`src/design/dpc_consts.svh`:
```
// constants of the clock-enable power-state tracker
// assumes inclusion by bare name from package and modules
`ifndef DPC_CONSTS_SVH
`define DPC_CONSTS_SVH

// power-state indication codes
`define DPC_PWR_NORMAL 2'h0
`define DPC_PWR_APD 2'h1
`define DPC_PWR_PPD 2'h2
`define DPC_PWR_SREF 2'h3

// command codes on ras_n, cas_n, we_n with cs_n low
`define DPC_CMD_REF 3'h1
`define DPC_CMD_NOP 3'h7

// pin group width and synchroniser reset value
`define DPC_PIN_W 6
`define DPC_PIN_RST 6'h1e

`endif

```
`src/design/dpc_pkg.sv`:
```
// types of the clock-enable power-state tracker
// assumes dpc_consts.svh is reachable on the include path
`include "dpc_consts.svh"

package dpc_pkg;

    // power-state machine, one-hot
    typedef enum logic [4:0] {
        DPC_ST_NORMAL = 5'b00001,
        DPC_ST_PDPEND = 5'b00010,
        DPC_ST_APD = 5'b00100,
        DPC_ST_PPD = 5'b01000,
        DPC_ST_SREF = 5'b10000
    } dpc_state_e;

    // pins as sampled at one clock edge
    typedef struct packed {
        logic cke;
        logic cs_n;
        logic ras_n;
        logic cas_n;
        logic we_n;
        logic odt;
    } dpc_pins_s;

    // status from the array core, same clock domain
    typedef struct packed {
        logic bank_open;
        logic op_busy;
        logic timing_ok;
    } dpc_core_s;

    // all state of the tracker
    typedef struct packed {
        dpc_state_e st;
        logic cke_prev;
        logic [1:0] pwr;
        logic cmd_valid;
        logic [2:0] cmd_code;
        logic odt_en;
        logic sref_exit;
        logic pd_exit;
    } dpc_top_s;

endpackage

```
`src/design/dpc_sync.sv`:
```
// two-stage synchroniser for a group of pin levels
// assumes pins are asynchronous to mclk; rst synchronous active high
`include "dpc_consts.svh"

module dpc_sync #(
    parameter int W = `DPC_PIN_W,
    parameter logic [W-1:0] RST_VAL = '0
) (
    input wire logic mclk,
    input wire logic rst,
    input wire logic ce,
    input wire logic [W-1:0] din,
    output logic [W-1:0] dout
);

    typedef struct packed {
        logic [W-1:0] meta;
        logic [W-1:0] stable;
    } dpc_sync_s;

    dpc_sync_s s_q;
    dpc_sync_s s_d;

    // first stage feeds only the second
    always_comb begin
        s_d = s_q;
        s_d.meta = din;
        s_d.stable = s_q.meta;
    end

    // register the stages
    always_ff @(posedge mclk) begin
        if (rst) begin
            s_q <= {RST_VAL, RST_VAL};
        end else if (ce) begin
            s_q <= s_d;
        end
    end

    assign dout = s_q.stable;

endmodule

```
`src/design/dpc_top.sv`:
```
// clock-enable driven power-state tracker of a ddr3 sdram
// assumes pins arrive asynchronously, core status on mclk
`include "dpc_consts.svh"

module dpc_top
    import dpc_pkg::*;
(
    input wire logic mclk,
    input wire logic rst,
    input wire logic ce,
    input wire logic cke_pin,
    input wire logic cs_n_pin,
    input wire logic ras_n_pin,
    input wire logic cas_n_pin,
    input wire logic we_n_pin,
    input wire logic odt_pin,
    input wire dpc_core_s core,
    output logic [1:0] pwr_state,
    output logic cmd_valid,
    output logic [2:0] cmd_code,
    output logic odt_en,
    output logic sref_exit,
    output logic pd_exit
);

    // ****************************************************
    // pin synchronisation
    // ****************************************************

    dpc_pins_s pins_raw;
    dpc_pins_s pins;
    logic [`DPC_PIN_W-1:0] pins_bits;

    // gather pins into one group
    always_comb begin
        pins_raw.cke = cke_pin;
        pins_raw.cs_n = cs_n_pin;
        pins_raw.ras_n = ras_n_pin;
        pins_raw.cas_n = cas_n_pin;
        pins_raw.we_n = we_n_pin;
        pins_raw.odt = odt_pin;
    end

    // two flops keep metastable pin levels away from the decode;
    // every pin sees the same two-edge delay, so a command and
    // its cke level stay lined up after synchronisation
    dpc_sync #(
        .W(`DPC_PIN_W),
        .RST_VAL(`DPC_PIN_RST)
    ) u_sync (
        .mclk(mclk),
        .rst(rst),
        .ce(ce),
        .din(pins_raw),
        .dout(pins_bits)
    );

    assign pins = dpc_pins_s'(pins_bits);

    // ****************************************************
    // command decode
    // ****************************************************

    logic [2:0] cmd;
    logic is_nop;
    logic is_ref;
    logic cke_fall;
    logic cke_rise;
    logic cke_hold_hi;
    logic all_idle;

    // state register, declared ahead of the decode that reads it;
    // cke_prev holds the synced cke of the previous edge, so each
    // pair below compares two consecutive sampled edges
    dpc_top_s s_q;
    dpc_top_s s_d;

    // deselect and nop decode alike
    always_comb begin
        cmd = {pins.ras_n, pins.cas_n, pins.we_n};
        is_nop = pins.cs_n || (cmd == `DPC_CMD_NOP);
        is_ref = !pins.cs_n && (cmd == `DPC_CMD_REF);
    end

    // edge pairs from this edge and the previous one
    always_comb begin
        cke_fall = s_q.cke_prev && !pins.cke;
        cke_rise = !s_q.cke_prev && pins.cke;
        cke_hold_hi = s_q.cke_prev && pins.cke;
        // idle needs closed banks, no burst, timings met
        all_idle = !core.bank_open && !core.op_busy &&
            core.timing_ok && s_q.cke_prev;
    end

    // ****************************************************
    // power-state machine
    // ****************************************************

    // next state from cke pair and command
    always_comb begin
        s_d = s_q;
        s_d.cke_prev = pins.cke;
        s_d.cmd_valid = 1'b0;
        s_d.sref_exit = 1'b0;
        s_d.pd_exit = 1'b0;
        unique case (s_q.st)
            DPC_ST_NORMAL: begin
                if (cke_fall && is_ref && all_idle) begin
                    s_d.st = DPC_ST_SREF;
                end else if (cke_fall && is_nop) begin
                    if (core.op_busy) begin
                        s_d.st = DPC_ST_PDPEND;
                    end else if (core.bank_open) begin
                        s_d.st = DPC_ST_APD;
                    end else begin
                        s_d.st = DPC_ST_PPD;
                    end
                end else if (cke_hold_hi && !is_nop) begin
                    // commands pass on only with cke high twice
                    s_d.cmd_valid = 1'b1;
                    s_d.cmd_code = cmd;
                end
            end
            DPC_ST_PDPEND: begin
                if (cke_rise) begin
                    s_d.st = DPC_ST_NORMAL;
                    s_d.pd_exit = 1'b1;
                end else if (!core.op_busy) begin
                    // kind fixed once the operation ends
                    s_d.st = core.bank_open ? DPC_ST_APD :
                        DPC_ST_PPD;
                end
            end
            DPC_ST_APD, DPC_ST_PPD: begin
                // low on both edges keeps state
                if (cke_rise) begin
                    s_d.st = DPC_ST_NORMAL;
                    s_d.pd_exit = 1'b1;
                end
            end
            DPC_ST_SREF: begin
                // exit follows cke alone, command ignored
                if (pins.cke) begin
                    s_d.st = DPC_ST_NORMAL;
                    s_d.sref_exit = 1'b1;
                end
            end
            default: begin
                s_d.st = DPC_ST_NORMAL;
            end
        endcase
        // single indication follows the state
        unique case (s_d.st)
            DPC_ST_NORMAL: s_d.pwr = `DPC_PWR_NORMAL;
            DPC_ST_PDPEND: s_d.pwr = `DPC_PWR_APD;
            DPC_ST_APD: s_d.pwr = `DPC_PWR_APD;
            DPC_ST_PPD: s_d.pwr = `DPC_PWR_PPD;
            DPC_ST_SREF: s_d.pwr = `DPC_PWR_SREF;
            default: s_d.pwr = `DPC_PWR_NORMAL;
        endcase
        // no termination in self refresh
        s_d.odt_en = pins.odt && (s_d.st != DPC_ST_SREF);
    end

    // register the whole state; the synchroniser resets itself,
    // cke_prev starts low so a high cke after reset reads as a rise
    always_ff @(posedge mclk) begin
        if (rst) begin
            s_q.st <= DPC_ST_NORMAL;
            s_q.cke_prev <= 1'b0;
            s_q.pwr <= `DPC_PWR_NORMAL;
            s_q.cmd_valid <= 1'b0;
            s_q.cmd_code <= `DPC_CMD_NOP;
            s_q.odt_en <= 1'b0;
            s_q.sref_exit <= 1'b0;
            s_q.pd_exit <= 1'b0;
        end else if (ce) begin
            s_q <= s_d;
        end
    end

    // ****************************************************
    // outputs
    // ****************************************************

    // every output straight from the state register
    assign pwr_state = s_q.pwr;
    assign cmd_valid = s_q.cmd_valid;
    assign cmd_code = s_q.cmd_code;
    assign odt_en = s_q.odt_en;
    assign sref_exit = s_q.sref_exit;
    assign pd_exit = s_q.pd_exit;

endmodule

```
`config.mk`:
```
export PLATFORM = sky130hd
export DESIGN_NAME = dpc_top
export DESIGN_NICKNAME = d
export VERILOG_FILES = /design/src/design/dpc_pkg.sv /design/src/design/dpc_sync.sv /design/src/design/dpc_top.sv
export VERILOG_INCLUDE_DIRS = /design/src /design/src/design
export SDC_FILE = /design/constraint.sdc
export NUM_CORES = 1
export LEC_CHECK = 0
export BUFFER_PORTS_ARGS = -buffer_cell sky130_fd_sc_hd__buf_4
export CORE_UTILIZATION = 50
export DETAILED_ROUTE_END_ITERATION = 10
export GPL_TIMING_DRIVEN = 1
export PLACE_DENSITY = 0.72
export SLEW_MARGIN = 10
export SYNTH_ARGS = -nofsm -noshare
export SYNTH_HDL_FRONTEND = slang
export SYNTH_HIERARCHICAL = 1
export SYNTH_SLANG_ARGS = --single-unit
```
`constraint.sdc`:
```
create_clock -name mclk -period 3.4 [get_ports mclk]
set_input_delay 0.34 -clock mclk [delete_from_list [all_inputs] [get_ports mclk]]
set_output_delay 0.34 -clock mclk [all_outputs]
set_load 0.01 [all_outputs]
```
## Word level (Yosys, flattened, before mapping)

Index checks and enable logic that the tools add are counted.

- Register bits after elaboration: 27
- Input bits: 12

- Equal/unequal tests: 12
- Mux-type cells: 18
- Bitwise logic cells: 2
- Reductions and logical operators: 23

Operators with widths:

| cell | count |
|---|---|
| two-way mux 5 bit | 6 |
| two-way mux 4 bit | 6 |
| case mux 5 bit (4 select lines) | 1 |
| logical AND 1 bit | 12 |
| == test 5 x 2 -> 1 bit (second input constant) | 2 |
| == test 5 x 3 -> 1 bit (second input constant) | 2 |
| == test 5 x 4 -> 1 bit (second input constant) | 2 |
| == test 5 bit (second input constant) | 2 |
| logical NOT 1 bit | 6 |
| case mux 2 bit (3 select lines) | 1 |
| == test 5 x 1 -> 1 bit (second input constant) | 1 |
| != test 5 bit (second input constant) | 1 |
| AND reduction 5 bit | 1 |
| two-way mux 1 bit | 4 |
| OR reduction 2 bit | 2 |
| == test 3 x 1 -> 1 bit (second input constant) | 1 |
| == test 3 bit (second input constant) | 1 |
| OR reduction 3 bit | 1 |
| inverter 1 bit | 2 |
| logical OR 1 bit | 1 |

## Logic depth before layout (Yosys ltp)

- Depth in word-level cells: 10
- Gate-level depth with buffers: 6
- Gate-level depth less buffers: 4

## Cells and area by module

The synthesis kept the hierarchy.

By module, submodules not included:

| module | times used | cells each | area each (um^2) |
|---|---|---|---|
| dpc_top | 1 | 107 | 907.1 |
| dpc_sync | 1 | 39 | 447.9 |

## Worst setup path after synthesis

No wires, ideal clock.

- Kind: register to register
- From: register s_q[13] (netlist name)
- To: register s_q[13] (netlist name)
- Library setup time: 0.088 ns
- Arrival: 1.743 ns
- Required time: 3.312 ns
- Setup slack: 1.569 ns
- Stages on the path, launching flop included: 7
- Clock period less this slack: 1.831 ns
- Path through: dfxtp_1 -> buf_6 -> or2_4 -> or4b_4 -> buf_6 -> a211o_1 -> a311oi_2

- Longest elaborated chain between the ends: 3
- Elaborated cells on any way between the ends: 13
- Classes of those cells: 5 x eq/ne; 7 x mux; 1 x reduce/logical

RTL lines:

| item | RTL line | RTL |
|---|---|---|
| from (decl) | dpc_top.sv:75 | `dpc_top_s s_q;` |
| == test 5 x 3 -> 1 bit, or another cell as far along | dpc_top.sv:106 | `unique case (s_q.st)` |
| OR reduction 2 bit, or another cell as far along | dpc_top.sv:106 |  |
| case mux 5 bit (4 select lines) (*) | dpc_top.sv:106 |  |

Mark *: on every way between the ends. The rest lies on a longest branch, timed or not.
A chain may end at the register's enable or synchronous reset.

## Final worst setup path

- From: register s_q[13] (netlist name)
- To: register s_q (netlist bit pwr_state[1])

- Longest elaborated chain between the ends: 6
- Elaborated cells on any way between the ends: 19
- Classes of those cells: 9 x eq/ne; 8 x mux; 2 x reduce/logical

RTL lines:

| item | RTL line | RTL |
|---|---|---|
| == test 5 x 3 -> 1 bit, or another cell as far along | dpc_top.sv:106 |  |
| OR reduction 2 bit, or another cell as far along | dpc_top.sv:106 |  |
| case mux 5 bit (4 select lines) (*) | dpc_top.sv:106 |  |
| == test 5 x 3 -> 1 bit or == test 5 x 2 -> 1 bit (tied branches) | dpc_top.sv:153 | `unique case (s_d.st)` |
| OR reduction 2 bit (no line) | - |  |
| case mux 2 bit (3 select lines) (*) | dpc_top.sv:153 |  |

Marked as above.

==> summary.txt <==
Global route
  – First-pass GRT wire length: about 4.2 mm
  – Vias in the first global route: between 900 and 1000
  – Largest net degree at the start of global routing: 37
  – Overflow after GRT: 0
  – Total Routing Usage GR: 0.201
  – Initial antenna violation count: 0

Route
  – WL final: about 2.5 mm
  – DR top layer: met4
  – Wire per inst: approximately 13 um
  – Via count: between 1000 and 1500
  – Antenna-violating nets left: 0
  – Drt first pass iters: 4
  – Vias per cell: 5.88
  – Met1 WL: between 1 and 1.5 mm
  – Drt first-iter violations: 35
  – DRC Markers: 0
  – Met2 routed wirelength: 1.08 mm
  – WL met3: ~120 um

Floorplan
  – Starting Density: 0.537
  – DIE WIDTH: ~54 um
  – # IOs: 21
  – # rows: 18
  – Die H: between 50 and 60 um
  – Total core area: approximately 0.0025 mm^2
  – Total die area: 0.00292 mm^2

Timing
  – Final worst-path cycle share: 0.549
  – Final hold slack: roughly 0.19 ns
  – Slew @ Worst Pin: 0.597 ns
  – RSZ-0062 raised after global routing: no
  – Final Max Slew Viols: 0
  – Rel. slew slack: 0.598
  – Fmax: 0.536 GHz
  – Final hold vios: 0
  – Endpoints failing setup: 0
  – Setup TNS: 0 ns
  – Worst Skew: 0.00527 ns
  – Minimum clock period: between 1.5 and 2 ns

Synth
  – Synthesized net count: between 150 and 200
  – Syn. warnings: 6
  – Seq/Total Area, Yosys: 0.399
  – Post-Syn Area: roughly 0.0014 mm^2
  – Syn Area/Cell: slightly above 9 um^2
  – Post-synthesis cell count: roughly 150
  – Library cells used by synthesis: 42
  – FF+latch count, synth: 27

Finish
  – Most frequent cells in the layout: 27 x dfxtp_1, 20 x buf_4, 19 x nor2_1, 10 x nor2b_1
  – Area of the multi-input gates: around 700 um^2
  – Nets: ~170
  – Most common cell after layout, fill and taps aside: dfxtp_1
  – FF+latch area: ~540 um^2
  – Final Instance Area: 0.00146 mm^2
  – Layout cells sized above 1: 0.194
  – Fillcell total: 242
  – Final cell count without fillers: ~190
  – Total inserted antenna cells: 0
  – Post-layout util: 0.579
  – Area delta synth->final: 7.76%

Clock tree
  – CTS Sinks: 27
  – Post_cts resized: 0
  – Post-CTS Setup Repair Bufs: 0
  – CTS tree: yes
  – CTS H-tree depth: 1
  – Worst-path clk slew: ~0.15 ns
  – Insertion delay to the later sink of the worst-skew pair: about 0.33 ns
  – Maximum buffer depth of the clock tree: 2
  – Hold Buf Count CTS: 0
  – Clk root buf: clkbuf_4
  – Num CTS Buffers: 3

Placed design
  – GPL Wtd Cong: roughly 0.87
  – Dpl cell area: roughly 0.0014 mm^2
  – Port-buffer cells: 20
  – Placed wire-length estimate: roughly 1.7 mm
  – Placed insts: about 180

Power
  – PD cells: ~380 mW/mm^2
  – P_leak: 0.549 nW
  – IR drop worst, VDD: between 0.0002 and 0.0003 V

Worst setup path
  – Worst EP arrival: 2.12 ns
  – CP startpoint kind: flop
  – Critical path fanouts, max: 9
  – Worst Path Required: roughly 3.7 ns
  – Critical path class: flop to flop
  – Worst setup EP type: flop

Run status
  – Run status: complete, no violations

Hold path
  – HP Class: primary input to flop

Run
  – Max-cap violations: 0
layer usage:
| metal | track usage | up-vias |
|---|---|---|
| met2 | 0.305 | 25 |
| met5 | 0 | - |
| met1 | 0.272 | 508 |
| met3 | 0.0254 | 4 |
| met4 | 0.115 | 0 |
| li1 | - | 550 |
state kept, by name (all words and copies together), names as in the netlist:
register / count
cmd_code: 3
cmd_valid: 1
odt_en: 1
pd_exit: 1
pwr_state: 2
s_q: 6
sref_exit: 1
u_sync/dout: 6
u_sync/s_d: 6
logic make-up after synthesis:
family / after synthesis / synth area share
XOR/XNOR: 1 / 0.00646
multiplexers: 10 / 0.0748
AO/OA/AOI/OAI: 30 / 0.172
AND/OR/NAND/NOR: 62 / 0.264
buffers and inverters: 16 / 0.0840
flip-flops: 27 / 0.399
area by class of cell:
type                            instances  share of cell area
Clock inverter                          1             0.00343
Tap cell                               30              0.0257
Inverter                                1             0.00257
Timing Repair Buffer                   20               0.103
Clock buffer                            3              0.0154
Sequential cell                        27               0.370
Multi-Input combinational cell        103               0.480
Yosys cell counts:
master / n / area share
buf_4: 5 / 0.028
mux2i_1: 9 / 0.066
nand2_1: 6 / 0.017
o21ai_0: 4 / 0.015
a211o_1: 9 / 0.058
a211oi_1: 1 / 0.0055
a31oi_1: 2 / 0.0092
nor3_1: 3 / 0.011
or4_1: 1 / 0.0055
nor4_1: 2 / 0.0092
a311oi_2: 1 / 0.011
or3_1: 3 / 0.014
nor3_4: 1 / 0.012
nand3_1: 1 / 0.0037
o211a_1: 1 / 0.0074
nor3b_1: 4 / 0.022
nor2_1: 19 / 0.053
nor4b_1: 2 / 0.013
or2_4: 1 / 0.0065
clkbuf_1: 4 / 0.011
buf_1: 1 / 0.0028
nand2b_1: 2 / 0.0092
nand4_1: 2 / 0.0092
dfxtp_1: 27 / 0.40
a311oi_1: 3 / 0.019
xor2_1: 1 / 0.0065
o211ai_1: 2 / 0.011
o21ba_2: 1 / 0.0074
a32oi_1: 1 / 0.0065
o2111ai_1: 1 / 0.0065
buf_6: 3 / 0.025
buf_2: 1 / 0.0037
mux2_2: 1 / 0.0083
inv_1: 1 / 0.0028
buf_8: 1 / 0.011
and2b_1: 1 / 0.0055
nand3b_1: 1 / 0.0055
nor2b_1: 10 / 0.046
a21oi_1: 4 / 0.015
nor4bb_1: 1 / 0.0074
or4b_4: 1 / 0.010
and3_1: 1 / 0.0046
where the power goes:
group | internal (mW) | switching [mW] | total [mW]
combinational | 0.0380 | 0.0376 | 0.0755
clock | 0.0443 | 0.0967 | 0.141
sequential | 0.330 | 0.0135 | 0.343
critical path, stage by stage, from the launching register on:
cell	delay [ns]
dfxtp_1	0.42
or2_4	0.27
or4b_4	0.54
o211a_1	0.28
a311oi_1	0.26
through the flow:
step / total power, mW / worst slack [ns]
global route: 0.585 / 1.47
detailed placement: 0.426 / 1.56
CTS: 0.566 / 1.53
floorplan: 0.410 / 1.57
global placement: 0.423 / 1.61
finish: 0.560 / 1.53
final timing paths:
check	startpoint	to	slack, ns	cells past startpoint
worst max-delay path	s_q[13]	pwr_state[1]	1.53	4
worst min-delay path	ras_n_pin	u_sync/s_d[3]	0.19	2
worst max register to register	s_q[13]	pwr_state[1]	1.53	4
worst min register to register	u_sync/s_d[2]	u_sync/dout[2]	0.48	1
(Power assumes the default switching activity.)
